==> config.mk <==
export PLATFORM = sky130hd
export DESIGN_NAME = osc_config_fuse_decoder
export DESIGN_NICKNAME = d
export VERILOG_FILES = /design/src/design/osc_fuse_pkg.sv /design/src/design/osc_config_fuse_decoder.sv /design/src/design/fuse_decode_two_bit.sv /design/src/design/fuse_decode_three_bit.sv
export VERILOG_INCLUDE_DIRS = /design/src /design/src/design
export SDC_FILE = /design/constraint.sdc
export NUM_CORES = 1
export LEC_CHECK = 0
export ABC_AREA = 1
export BUFFER_PORTS_ARGS = -buffer_cell sky130_fd_sc_hd__buf_2
export CAP_MARGIN = 25
export CELL_PAD_IN_SITES_DETAIL_PLACEMENT = 1
export CELL_PAD_IN_SITES_GLOBAL_PLACEMENT = 2
export CORE_MARGIN = 10
export CORE_UTILIZATION = 24
export CTS_CLUSTER_SIZE = 14
export DETAILED_ROUTE_END_ITERATION = 10
export HOLD_SLACK_MARGIN = 0.15
export PLACE_DENSITY = 0.81
export SETUP_SLACK_MARGIN = 0.3
export SYNTH_ARGS = -nofsm -noshare
export SYNTH_HDL_FRONTEND = slang
export SYNTH_SLANG_ARGS = --single-unit
==> constraint.sdc <==
create_clock -name clock -period 1.43 [get_ports clock]
set_input_delay 0.286 -clock clock [delete_from_list [all_inputs] [get_ports clock]]
set_output_delay 0.286 -clock clock [all_outputs]
set_load 0.005 [all_outputs]
==> src/design/osc_fuse_map.svh <==
// Offsets, field positions, reset values and timing counts of the fuse decoder
`ifndef OSC_FUSE_MAP_SVH
`define OSC_FUSE_MAP_SVH

`define OFS_CTRL        12'h000
`define OFS_FUSE_TWO    12'h004
`define OFS_FUSE_THREE  12'h008
`define OFS_STATUS      12'h00C

`define CTRL_LAYOUT_BIT 0
`define CTRL_RELOAD_BIT 1

`define SWMON_HI        15
`define SWMON_LO        14
`define GRP2_HI         9
`define GRP2_LO         8
`define PRIM4_HI        3
`define PRIM4_LO        0
`define GRP3_HI         10
`define GRP3_LO         8
`define PRIM5_HI        4
`define PRIM5_LO        0

`define MASK_TWO_BIT    24'h00_C30F
`define MASK_THREE_BIT  24'h00_C71F
`define FUSE_ERASED     24'hFF_FFFF

`define CAPTURE_CYCLES  2'h1

`endif

==> src/design/osc_fuse_pkg.sv <==
// Types shared by the fuse decoder modules
package osc_fuse_pkg;

  typedef enum logic [2:0] {
    src_secondary_low_power_crystal = 3'h0,
    src_internal_fast_rc            = 3'h1,
    src_internal_low_power_rc       = 3'h2,
    src_primary                     = 3'h3,
    src_reserved                    = 3'h4,
    src_pll_group                   = 3'h7
  } src_t;

  typedef enum logic [3:0] {
    kind_none                 = 4'h0,
    kind_ext_clock_in         = 4'h1,
    kind_ext_rc               = 4'h2,
    kind_crystal_low          = 4'h3,
    kind_crystal_mid          = 4'h4,
    kind_crystal_high         = 4'h5,
    kind_crystal_high_band_two   = 4'h6,
    kind_crystal_high_band_three = 4'h7,
    kind_internal_fast_rc     = 4'h8,
    kind_reserved             = 4'hF
  } kind_t;

  typedef enum logic [1:0] {
    pll_off = 2'h0,
    pll_x4  = 2'h1,
    pll_x8  = 2'h2,
    pll_x16 = 2'h3
  } pll_t;

  typedef enum logic [1:0] {
    pin_io              = 2'h0,
    pin_cycle_clock_out = 2'h1,
    pin_crystal         = 2'h2,
    pin_unknown         = 2'h3
  } pin_t;

  typedef enum logic [1:0] {
    st_capture = 2'b01,
    st_run     = 2'b10
  } cap_state_t;

endpackage : osc_fuse_pkg

==> src/design/osc_config_fuse_decoder.sv <==
// Oscillator configuration fuse decoder with AHB-Lite register access
// Overview of operation
// RQ1 - Switch/monitor field: 1x both off, 01 switching only, 00 both on.
// RQ2 - Two-bit group: 11 primary, 10 low-power RC, 01 fast RC, 00 crystal.
// RQ3 - Unimplemented bits of the configuration word read as zero.
// RQ4 - Two-bit layout: mode bits 3-0, group bits 9-8, switch bits 15-14.
// RQ5 - Primary external clock and external RC modes, with PLL 4x/8x/16x.
// RQ6 - Mid, low and high crystal modes, mid crystal with PLL options.
// RQ7 - Fast RC through PLL: 0001 4x, 1010 8x, 0011 16x, pin free.
// RQ8 - Erased word gives external clock, PLL 16x, output pin as I/O.
// RQ9 - Output pin function follows mode field; input pin never I/O.
// RQ10 - Three-bit group: 111 PLL, 011 external, 010, 001, 000 internal/secondary.
// RQ11 - Three-bit layout uses a 5-bit mode field for PLL and external choice.
// RQ12 - PLL group: external clock and fast RC codes at 4x, 8x, 16x.
// RQ13 - PLL group: mid crystal, high band two and three at 4x, 8x, 16x.
// RQ14 - External group codes decoded without the PLL.
// RQ15 - Three-bit layout: group at bits 10-8, mode at bits 4-0.
//
// The AHB-Lite interface to the registers and the placing of the registers were chosen for this implementation.
`timescale 1ns/1ps
`include "osc_fuse_map.svh"
module osc_config_fuse_decoder (
  input  wire logic                clock,
  input  wire logic                rst_n,
  input  wire logic [23:0]         fuse_word,
  input  wire logic                hsel,
  input  wire logic [31:0]         haddr,
  input  wire logic [1:0]          htrans,
  input  wire logic                hwrite,
  input  wire logic [2:0]          hsize,
  input  wire logic [31:0]         hwdata,
  input  wire logic                hready,
  output logic      [31:0]         hrdata,
  output logic                     hreadyout,
  output logic                     hresp,
  output logic                     clk_switch_en,
  output logic                     fail_safe_mon_en,
  output osc_fuse_pkg::src_t       reset_source,
  output osc_fuse_pkg::kind_t      primary_kind,
  output osc_fuse_pkg::pll_t       pll_mult,
  output osc_fuse_pkg::pin_t       osc_output_pin_fn,
  output logic                     osc_input_pin_io,
  output logic                     config_valid
);

  logic [23:0]              fuse_ff;
  logic                     layout_three_ff;
  logic                     reload_ff;
  osc_fuse_pkg::cap_state_t cap_state_ff;
  osc_fuse_pkg::cap_state_t nxt_cap_state;
  logic                     wr_pend_ff;
  logic [11:0]              wr_addr_ff;
  logic                     rd_pend_ff;

  osc_fuse_pkg::src_t       src2;
  osc_fuse_pkg::kind_t      kind2;
  osc_fuse_pkg::pll_t       pll2;
  osc_fuse_pkg::pin_t       pin2;
  osc_fuse_pkg::src_t       src3;
  osc_fuse_pkg::kind_t      kind3;
  osc_fuse_pkg::pll_t       pll3;
  osc_fuse_pkg::pin_t       pin3;

  logic                     addr_phase;
  logic [1:0]               swmon;
  logic [31:0]              status_word;
  logic [31:0]              rd_word;

  // Switch/monitor field, same in both layouts
  function automatic logic [1:0] swmon_decode(input logic [1:0] field);
    logic [1:0] en;
    en = 2'h0;
    case (field)
      2'h0:    en = 2'h3;  // [RQ1]
      2'h1:    en = 2'h1;  // [RQ1]
      default: en = 2'h0;  // [RQ1]
    endcase
    return en;
  endfunction : swmon_decode

  // Register map decode, used by both read and write paths
  function automatic logic [1:0] reg_index(input logic [11:0] a);
    return a[3:2];
  endfunction : reg_index

  fuse_decode_two_bit u_two (
    .por_source_group    (fuse_ff[`GRP2_HI:`GRP2_LO]),   // [RQ4]
    .primary_mode_select (fuse_ff[`PRIM4_HI:`PRIM4_LO]), // [RQ4]
    .src                 (src2),
    .kind                (kind2),
    .pll                 (pll2),
    .pin                 (pin2)
  );

  fuse_decode_three_bit u_three (
    .por_source_group    (fuse_ff[`GRP3_HI:`GRP3_LO]),   // [RQ15]
    .primary_mode_select (fuse_ff[`PRIM5_HI:`PRIM5_LO]), // [RQ15] [RQ11]
    .src                 (src3),
    .kind                (kind3),
    .pll                 (pll3),
    .pin                 (pin3)
  );

  assign swmon      = swmon_decode(fuse_ff[`SWMON_HI:`SWMON_LO]);
  assign addr_phase = hsel & hready & htrans[1];

  // Fuse word is read once after reset, and again on a reload request
  always_comb
  begin
    nxt_cap_state = cap_state_ff;
    case (cap_state_ff)
      osc_fuse_pkg::st_capture: nxt_cap_state = osc_fuse_pkg::st_run;
      osc_fuse_pkg::st_run:
      begin
        if (reload_ff)
        begin
          nxt_cap_state = osc_fuse_pkg::st_capture;
        end
      end
      default: nxt_cap_state = osc_fuse_pkg::st_capture;
    endcase
  end

  always_ff @(posedge clock or negedge rst_n)
  begin
    if (!rst_n)
    begin
      cap_state_ff <= osc_fuse_pkg::st_capture;
    end
    else
    begin
      cap_state_ff <= nxt_cap_state;
    end
  end

  // Erased value until the first capture, so outputs start in the default mode
  always_ff @(posedge clock or negedge rst_n)
  begin
    if (!rst_n)
    begin
      fuse_ff <= `FUSE_ERASED;  // [RQ8]
    end
    else if (cap_state_ff == osc_fuse_pkg::st_capture)
    begin
      fuse_ff <= fuse_word;
    end
  end

  // Bus address phase capture; zero wait states
  always_ff @(posedge clock or negedge rst_n)
  begin
    if (!rst_n)
    begin
      wr_pend_ff <= 1'b0;
      rd_pend_ff <= 1'b0;
      wr_addr_ff <= 12'h000;
    end
    else if (hready)
    begin
      wr_pend_ff <= addr_phase & hwrite;
      rd_pend_ff <= addr_phase & ~hwrite;
      wr_addr_ff <= haddr[11:0];
    end
  end

  // Control register; reload is a self-clearing pulse
  always_ff @(posedge clock or negedge rst_n)
  begin
    if (!rst_n)
    begin
      layout_three_ff <= 1'b0;
      reload_ff       <= 1'b0;
    end
    else
    begin
      reload_ff <= 1'b0;
      if (wr_pend_ff && wr_addr_ff[11:4] == 8'h00 &&
          reg_index(wr_addr_ff) == reg_index(`OFS_CTRL))
      begin
        layout_three_ff <= hwdata[`CTRL_LAYOUT_BIT];
        reload_ff       <= hwdata[`CTRL_RELOAD_BIT];
      end
    end
  end

  assign status_word = {15'h0000, config_valid, 2'h0, fail_safe_mon_en, clk_switch_en,
                        osc_output_pin_fn, pll_mult, 1'b0, primary_kind, reset_source};

  always_comb
  begin
    rd_word = 32'h0000_0000;
    if (haddr[11:4] == 8'h00)
    begin
      case (reg_index(haddr[11:0]))
        reg_index(`OFS_CTRL):       rd_word = {31'h0000_0000, layout_three_ff};
        // Unimplemented bits are masked off [RQ3]
        reg_index(`OFS_FUSE_TWO):   rd_word = {8'h00, fuse_ff & `MASK_TWO_BIT};
        reg_index(`OFS_FUSE_THREE): rd_word = {8'h00, fuse_ff & `MASK_THREE_BIT};
        reg_index(`OFS_STATUS):     rd_word = status_word;
        default:                    rd_word = 32'h0000_0000;
      endcase
    end
  end

  // Read data registered in the address phase, shown in the data phase
  always_ff @(posedge clock or negedge rst_n)
  begin
    if (!rst_n)
    begin
      hrdata <= 32'h0000_0000;
    end
    else if (addr_phase && !hwrite)
    begin
      hrdata <= rd_word;
    end
  end

  always_ff @(posedge clock or negedge rst_n)
  begin
    if (!rst_n)
    begin
      hreadyout <= 1'b1;
      hresp     <= 1'b0;
    end
    else
    begin
      hreadyout <= 1'b1;
      hresp     <= 1'b0;
    end
  end

  // Decoded outputs, registered from the captured word
  always_ff @(posedge clock or negedge rst_n)
  begin
    if (!rst_n)
    begin
      clk_switch_en     <= 1'b0;
      fail_safe_mon_en  <= 1'b0;
      reset_source      <= osc_fuse_pkg::src_primary;
      primary_kind      <= osc_fuse_pkg::kind_ext_clock_in;
      pll_mult          <= osc_fuse_pkg::pll_x16;
      osc_output_pin_fn <= osc_fuse_pkg::pin_io;
      config_valid      <= 1'b0;
    end
    else
    begin
      clk_switch_en    <= swmon[0];  // [RQ1]
      fail_safe_mon_en <= swmon[1];  // [RQ1]
      config_valid     <= (cap_state_ff == osc_fuse_pkg::st_run);
      if (layout_three_ff)
      begin
        reset_source      <= src3;  // [RQ10]
        primary_kind      <= kind3;
        pll_mult          <= pll3;
        osc_output_pin_fn <= pin3;  // [RQ9]
      end
      else
      begin
        reset_source      <= src2;  // [RQ2]
        primary_kind      <= kind2;
        pll_mult          <= pll2;
        osc_output_pin_fn <= pin2;  // [RQ9]
      end
    end
  end

  // Input oscillator pin never released as I/O
  always_ff @(posedge clock or negedge rst_n)
  begin
    if (!rst_n)
    begin
      osc_input_pin_io <= 1'b0;
    end
    else
    begin
      osc_input_pin_io <= 1'b0;  // [RQ9]
    end
  end

endmodule : osc_config_fuse_decoder

==> src/design/fuse_decode_two_bit.sv <==
// Combinational decode of the 2-bit source group layout
`timescale 1ns/1ps
module fuse_decode_two_bit (
  input  wire logic [1:0]          por_source_group,
  input  wire logic [3:0]          primary_mode_select,
  output osc_fuse_pkg::src_t       src,
  output osc_fuse_pkg::kind_t      kind,
  output osc_fuse_pkg::pll_t       pll,
  output osc_fuse_pkg::pin_t       pin
);

  osc_fuse_pkg::kind_t prim_kind;
  osc_fuse_pkg::pll_t  prim_pll;
  osc_fuse_pkg::pin_t  prim_pin;

  always_comb
  begin
    prim_kind = osc_fuse_pkg::kind_reserved;
    prim_pll  = osc_fuse_pkg::pll_off;
    prim_pin  = osc_fuse_pkg::pin_unknown;
    case (primary_mode_select)
      4'hB:
      begin
        prim_kind = osc_fuse_pkg::kind_ext_clock_in;
        prim_pin  = osc_fuse_pkg::pin_cycle_clock_out;  // [RQ5]
      end
      4'hC, 4'hD, 4'hE, 4'hF:
      begin
        prim_kind = osc_fuse_pkg::kind_ext_clock_in;
        prim_pin  = osc_fuse_pkg::pin_io;  // [RQ5] [RQ8]
        prim_pll  = osc_fuse_pkg::pll_t'(primary_mode_select[1:0]);
      end
      4'h9:
      begin
        prim_kind = osc_fuse_pkg::kind_ext_rc;
        prim_pin  = osc_fuse_pkg::pin_cycle_clock_out;  // [RQ5]
      end
      4'h8:
      begin
        prim_kind = osc_fuse_pkg::kind_ext_rc;
        prim_pin  = osc_fuse_pkg::pin_io;  // [RQ5]
      end
      4'h4, 4'h5, 4'h6, 4'h7:
      begin
        prim_kind = osc_fuse_pkg::kind_crystal_mid;
        prim_pin  = osc_fuse_pkg::pin_crystal;  // [RQ6]
        prim_pll  = osc_fuse_pkg::pll_t'(primary_mode_select[1:0]);
      end
      4'h0:
      begin
        prim_kind = osc_fuse_pkg::kind_crystal_low;
        prim_pin  = osc_fuse_pkg::pin_crystal;  // [RQ6]
      end
      4'h2:
      begin
        prim_kind = osc_fuse_pkg::kind_crystal_high;
        prim_pin  = osc_fuse_pkg::pin_crystal;  // [RQ6]
      end
      4'h1, 4'h3:
      begin
        prim_kind = osc_fuse_pkg::kind_internal_fast_rc;
        prim_pin  = osc_fuse_pkg::pin_io;  // [RQ7]
        prim_pll  = primary_mode_select[1] ? osc_fuse_pkg::pll_x16 : osc_fuse_pkg::pll_x4;
      end
      4'hA:
      begin
        // Odd code for the 8x fast RC; kept as printed
        prim_kind = osc_fuse_pkg::kind_internal_fast_rc;
        prim_pin  = osc_fuse_pkg::pin_io;  // [RQ7]
        prim_pll  = osc_fuse_pkg::pll_x8;
      end
      default:
      begin
        prim_kind = osc_fuse_pkg::kind_reserved;
      end
    endcase
  end

  always_comb
  begin
    src  = osc_fuse_pkg::src_t'({1'b0, por_source_group});  // [RQ2]
    kind = osc_fuse_pkg::kind_none;
    pll  = osc_fuse_pkg::pll_off;
    // Output pin follows the mode field whatever the source
    pin  = prim_pin;  // [RQ9]
    if (por_source_group == 2'h3)
    begin
      kind = prim_kind;
      pll  = prim_pll;
    end
  end

endmodule : fuse_decode_two_bit

==> src/design/fuse_decode_three_bit.sv <==
// Combinational decode of the 3-bit source group layout
`timescale 1ns/1ps
module fuse_decode_three_bit (
  input  wire logic [2:0]          por_source_group,
  input  wire logic [4:0]          primary_mode_select,
  output osc_fuse_pkg::src_t       src,
  output osc_fuse_pkg::kind_t      kind,
  output osc_fuse_pkg::pll_t       pll,
  output osc_fuse_pkg::pin_t       pin
);

  osc_fuse_pkg::kind_t pk;
  osc_fuse_pkg::pin_t  pp;
  osc_fuse_pkg::pll_t  pm;
  osc_fuse_pkg::kind_t ek;
  osc_fuse_pkg::pin_t  ep;

  // PLL group table [RQ11]
  always_comb
  begin
    pk = osc_fuse_pkg::kind_reserved;
    pp = osc_fuse_pkg::pin_unknown;
    pm = osc_fuse_pkg::pll_off;
    if (primary_mode_select[1:0] != 2'h0)
    begin
      pm = osc_fuse_pkg::pll_t'(primary_mode_select[1:0]);
      case (primary_mode_select[4:2])
        3'h3:
        begin
          pk = osc_fuse_pkg::kind_ext_clock_in;
          pp = osc_fuse_pkg::pin_io;  // [RQ12]
        end
        3'h1:
        begin
          pk = osc_fuse_pkg::kind_crystal_mid;
          pp = osc_fuse_pkg::pin_crystal;  // [RQ13]
        end
        3'h4:
        begin
          pk = osc_fuse_pkg::kind_crystal_high_band_two;
          pp = osc_fuse_pkg::pin_crystal;  // [RQ13]
        end
        3'h5:
        begin
          pk = osc_fuse_pkg::kind_crystal_high_band_three;
          pp = osc_fuse_pkg::pin_crystal;  // [RQ13]
        end
        default:
        begin
          pm = osc_fuse_pkg::pll_off;
        end
      endcase
    end
    case (primary_mode_select)
      5'h01, 5'h0A, 5'h03:
      begin
        pk = osc_fuse_pkg::kind_internal_fast_rc;
        pp = osc_fuse_pkg::pin_io;  // [RQ12]
        pm = (primary_mode_select == 5'h0A) ? osc_fuse_pkg::pll_x8
           : osc_fuse_pkg::pll_t'(primary_mode_select[1:0]);
      end
      default:
      begin
      end
    endcase
  end

  // External group table, no PLL [RQ14]
  always_comb
  begin
    ek = osc_fuse_pkg::kind_reserved;
    ep = osc_fuse_pkg::pin_unknown;
    case (primary_mode_select)
      5'h0C:
      begin
        ek = osc_fuse_pkg::kind_ext_clock_in;
        ep = osc_fuse_pkg::pin_io;
      end
      5'h0B:
      begin
        ek = osc_fuse_pkg::kind_ext_clock_in;
        ep = osc_fuse_pkg::pin_cycle_clock_out;
      end
      5'h09:
      begin
        ek = osc_fuse_pkg::kind_ext_rc;
        ep = osc_fuse_pkg::pin_cycle_clock_out;
      end
      5'h08:
      begin
        ek = osc_fuse_pkg::kind_ext_rc;
        ep = osc_fuse_pkg::pin_io;
      end
      5'h04:
      begin
        ek = osc_fuse_pkg::kind_crystal_mid;
        ep = osc_fuse_pkg::pin_crystal;
      end
      5'h02:
      begin
        ek = osc_fuse_pkg::kind_crystal_high;
        ep = osc_fuse_pkg::pin_crystal;
      end
      5'h00:
      begin
        ek = osc_fuse_pkg::kind_crystal_low;
        ep = osc_fuse_pkg::pin_crystal;
      end
      default:
      begin
      end
    endcase
  end

  always_comb
  begin
    kind = osc_fuse_pkg::kind_none;
    pll  = osc_fuse_pkg::pll_off;
    pin  = (ep != osc_fuse_pkg::pin_unknown) ? ep : pp;  // [RQ9]
    case (por_source_group)
      3'h7:
      begin
        src  = osc_fuse_pkg::src_pll_group;  // [RQ10]
        kind = pk;
        pll  = pm;
        pin  = pp;
      end
      3'h3:
      begin
        src  = osc_fuse_pkg::src_primary;  // [RQ10]
        kind = ek;
        pin  = ep;
      end
      3'h2:    src = osc_fuse_pkg::src_internal_low_power_rc;  // [RQ10]
      3'h1:    src = osc_fuse_pkg::src_internal_fast_rc;  // [RQ10]
      3'h0:    src = osc_fuse_pkg::src_secondary_low_power_crystal;  // [RQ10]
      default: src = osc_fuse_pkg::src_reserved;
    endcase
  end

endmodule : fuse_decode_three_bit

==> impl_metrics.prom <==
# TYPE chip_impl_metric gauge
chip_impl_metric{name="post_route_non_filler_standard_cell_count",unit=""} 572
chip_impl_info{name="cts-root-buf",value="clkbuf_16"} 1
chip_impl_metric{name="numCtsBuffers",unit=""} 5
chip_impl_info{name="worst_path_dominant_cell_family",value="flip-flops"} 1
chip_impl_metric{name="drcViolationCount",unit=""} 0
chip_impl_metric{name="mean_instance_size_in_the_synthesized_netlist",unit="sq um"} 8.38
chip_impl_info{name="cp_slowest_cell",value="dfstp_2"} 1
chip_impl_metric{name="detail-route-antenna-nets",unit=""} 0
chip_impl_metric{name="max-vdd-ir-drop",unit="V"} 0.000632
chip_impl_info{name="ys.flop_type",value="dfrtp_1"} 1
chip_impl_info{name="synth.top_cells.by_area",value="dfrtp_1, dfstp_2, nand2_1"} 1
chip_impl_info{name="failing_checks",value="setup timing"} 1
chip_impl_info{name="synthMostInstantiatedCell",value="nand2_1"} 1
chip_impl_metric{name="fp.dieW",unit="microns"} 127
chip_impl_metric{name="synth.yosys.seq_area_share",unit="%"} 50.4
chip_impl_info{name="hold_path.class",value="primary input to flip-flop"} 1
chip_impl_metric{name="io-pin-count",unit=""} 147
chip_impl_metric{name="areaGrowthSynthToFinish",unit="%"} 38.0
chip_impl_metric{name="finalCritPeriodShare",unit="%"} 102
chip_impl_metric{name="yosys.area_share.xor_xnor",unit="%"} 0
chip_impl_metric{name="cts_htree_levels",unit=""} 2
chip_impl_metric{name="ff_latch_area",unit="sq um"} 1400
chip_impl_metric{name="power_leakage",unit="nW"} 1.96
chip_impl_metric{name="via_count_of_the_first_global_routing_pass",unit=""} 2702
chip_impl_metric{name="multiInputGateArea",unit="sq um"} 1250
chip_impl_metric{name="complex_gate_fraction_of_the_synthesized_area",unit="%"} 11.7
chip_impl_metric{name="initialDrtViolationCount",unit=""} 122
chip_impl_metric{name="setup-tns-final",unit="ps"} -37.7
chip_impl_metric{name="critical_path.max_stage_delay",unit="ps"} 600
chip_impl_info{name="crit_path_cell_trace",value="buf_6 -> nor2_4 -> buf_4 -> nand3_1 -> nand2_1 -> nor3_2 -> nand2_1 -> a21oi_2"} 1
chip_impl_metric{name="synth_cells",unit=""} 331
chip_impl_metric{name="placed_cell_area",unit="sq um"} 3310
chip_impl_metric{name="ff_latch_count_synth",unit=""} 55
chip_impl_metric{name="post-place-ws",unit="ps"} -67.2
chip_impl_metric{name="cp.buffers_inverters",unit=""} 2
chip_impl_info{name="unrepaired_setup_endpoints_after_global_routing",value="true"} 1
chip_impl_info{name="tritoncts",value="yes"} 1
chip_impl_metric{name="groute.usage.overall",unit="%"} 10.4
chip_impl_metric{name="fp.coreArea",unit="sq um"} 11400
chip_impl_metric{name="synth.mux.area_fraction",unit="%"} 1.17
chip_impl_info{name="synth.largest_area_cell",value="dfrtp_1"} 1
chip_impl_metric{name="antenna_violations_before_repair",unit=""} 0
chip_impl_metric{name="total_overflow_reported_by_the_global_router",unit=""} 0
chip_impl_info{name="nature_of_the_critical_path_endpoint",value="flip-flop"} 1
chip_impl_metric{name="grt_first_pass_wirelength",unit="mm"} 13.9
chip_impl_metric{name="cts.path.max_buffers",unit=""} 2
chip_impl_metric{name="synth-adder-area-share",unit="%"} 0
chip_impl_metric{name="via_count",unit=""} 2471
chip_impl_metric{name="finalNetCount",unit=""} 526
chip_impl_metric{name="detailed_place_hpwl",unit="mm"} 6.56
chip_impl_metric{name="share_of_post_route_cells_with_drive_strength_above_1",unit="%"} 42.7
chip_impl_metric{name="vias_per_cell",unit=""} 4.32
chip_impl_metric{name="initial_utilization",unit="%"} 24.4
chip_impl_metric{name="synthesis.area",unit="sq um"} 2770
chip_impl_metric{name="layout.core_utilization",unit="%"} 33.7
chip_impl_info{name="timing.setup.critical_path_class",value="flip-flop to flip-flop"} 1
chip_impl_metric{name="antenna_diode_count",unit=""} 0
chip_impl_metric{name="synth-async-reset-ratio",unit="%"} 100
chip_impl_info{name="most_frequent_cells_after_synthesis",value="nand2_1, dfrtp_1, inv_1, nor2_1, o21ai_0"} 1
chip_impl_metric{name="yosysWarningCount",unit=""} 0
chip_impl_metric{name="maxSlewViolCount",unit=""} 0
chip_impl_metric{name="setup-violations-final",unit=""} 3
chip_impl_metric{name="detail_route.wirelength",unit="mm"} 8.48
chip_impl_metric{name="max_cap_violations",unit=""} 0
chip_impl_metric{name="clock-skew-final",unit="ps"} 8.59
chip_impl_metric{name="clock_insertion_delay_worst_skew",unit="ps"} 300
chip_impl_metric{name="synth-simple-area-share",unit="%"} 24.9
chip_impl_metric{name="wl_per_cell",unit="microns"} 14.8
chip_impl_metric{name="gpl.final_weighted_congestion",unit=""} 0.875
chip_impl_metric{name="fin_ws",unit="ps"} -31.5
chip_impl_metric{name="floorplan.rows",unit=""} 39
chip_impl_metric{name="fmax",unit="MHz"} 684
chip_impl_metric{name="cp.required",unit="ps"} 1660
chip_impl_metric{name="edff_count_synth",unit=""} 0
chip_impl_metric{name="layout.cell_area.non_filler",unit="sq um"} 3830
chip_impl_metric{name="yosysUniqueCellTypes",unit=""} 32
chip_impl_metric{name="drt_first_pass_iters",unit=""} 4
chip_impl_metric{name="hold_violations",unit=""} 0
chip_impl_metric{name="clk_pin_slew_worst_paths",unit="ps"} 80
chip_impl_metric{name="worst_path_arrival",unit="ps"} 1690
chip_impl_metric{name="synth_largest_type_area_fraction",unit="%"} 35.2
chip_impl_metric{name="power_density",unit="nW/um^2"} 1780
chip_impl_info{name="outcome",value="finished, violations left"} 1
chip_impl_metric{name="min_clock_period_post_route",unit="ps"} 1460
chip_impl_metric{name="port_buffers",unit=""} 57
chip_impl_metric{name="floorplan.die_area",unit="sq um"} 16300
chip_impl_metric{name="grt_max_degree",unit=""} 42
chip_impl_info{name="worst_path_most_repeated_cell",value="nand2_1"} 1
chip_impl_metric{name="worstPathMaxFanout",unit=""} 4
chip_impl_metric{name="fillers",unit=""} 1352
chip_impl_info{name="cp-start-kind",value="flip-flop"} 1
chip_impl_info{name="synth_top_family_by_area",value="simple AND/OR/NAND/NOR gates"} 1
chip_impl_metric{name="cell_count_after_placement",unit=""} 545
chip_impl_metric{name="cts_sinks",unit=""} 55
chip_impl_metric{name="floorplan.die.height",unit="microns"} 127
-- worst reg2reg max path, cell delays in order, from the launching register on --
cell and delay (ps):
dfstp_2 600, buf_6 120, nor2_4 40, buf_4 140
nand3_1 80, nand2_1 70, nor3_2 160, nand2_1 80
a21oi_2 110
-- sequential cells by signal, indices dropped and copies added (netlist names), 2 cells and up --
name	count
hrdata	16
fuse_ff	10
wr_addr_ff	10
primary_kind	4
reset_source	3
cap_state_ff	2
osc_output_pin_fn	2
pll_mult	2
-- path summary, 6_finish.rpt --
check	end	cells past startpoint	startpoint	slack (ps)
min in group asynchronous	wr_addr_ff[9]	2	rst_n	420
worst min register to register	hrdata[11]	2	osc_output_pin_fn[1]	480
worst min-delay path	wr_addr_ff[4]	3	haddr[4]	210
max in group asynchronous	fuse_ff[4]	3	rst_n	470
worst max-delay path	osc_output_pin_fn[0]	8	fuse_ff[2]	-30
worst max register to register	osc_output_pin_fn[0]	8	fuse_ff[2]	-30
-- final cells by class --
| type | count | share of cell area (%) |
|---|---|---|
| timing repair buffer | 100 | 18.6 |
| inverter | 35 | 3.56 |
| tap | 143 | 4.68 |
| multi-input combinational | 231 | 32.7 |
| sequential | 55 | 36.5 |
| clock inverter | 3 | 0.654 |
| clock buffer | 5 | 3.27 |
-- what timing repair did --
item,CTS,global route
pin swaps,11,21
endpoints found under the setup margin,27,53
buffers inserted,7,11
resized for setup,27,39
hold buffers,1,0
hold endpoints to repair,13,0
-- power breakdown --
part	internal, W	switching [W]	leakage [nW]
registers	0.00209	0.000332	0.661
logic	0.00144	0.00167	1.23
clock network	0.000663	0.000590	0.0708
total	0.00420	0.00260	1.96
-- layer usage --
| metal | share of wire [%] | up-vias | global-route usage, % |
|---|---|---|---|
| li1 | - | 1227 | - |
| met1 | 44 | 1186 | 13.1 |
| met2 | 48 | 53 | 16.9 |
| met3 | 7.0 | 5 | 3.31 |
| met4 | 0.71 | 0 | 2.41 |
| met5 | 0 | - | 0 |
-- cells by family after synthesis --
logic type	count (synthesis)
other	2
buffers and inverters	62
muxes	3
and+or+nand+nor	148
DFF	55
AOI/OAI and AO/OA	61
-- cells in the final DEF (no fill, tap or decap), types with 2 or more instances in the layout --
cell	netlist	final
inv_4	0	2
nand2_2	7	13
buf_2	1	47
o211ai_1	3	3
nor2_4	3	5
mux2_2	2	2
buf_4	19	33
inv_2	3	10
o21ai_1	3	10
nand2_4	2	3
inv_1	32	23
conb_1	2	19
clkbuf_16	0	5
o22ai_1	2	2
nor2_1	32	29
nor3_2	2	3
a21oi_1	21	19
buf_6	2	17
nand3_2	2	6
dfrtp_1	39	39
a21oi_2	2	4
nand3_1	17	13
nor2_2	5	6
nand2_1	69	61
o21ai_0	29	21
inv_6	0	2
nand4_1	3	3
dfstp_2	16	16
-- metrics by stage --
step,total power [W],hold WS (ps)
after floorplan,0.00386,-9.59
after global placement,0.00481,221
after detailed placement,0.00489,224
after CTS,0.00651,214
after global routing,0.00732,213
final,0.00679,208
(Power assumes the default switching activity.)
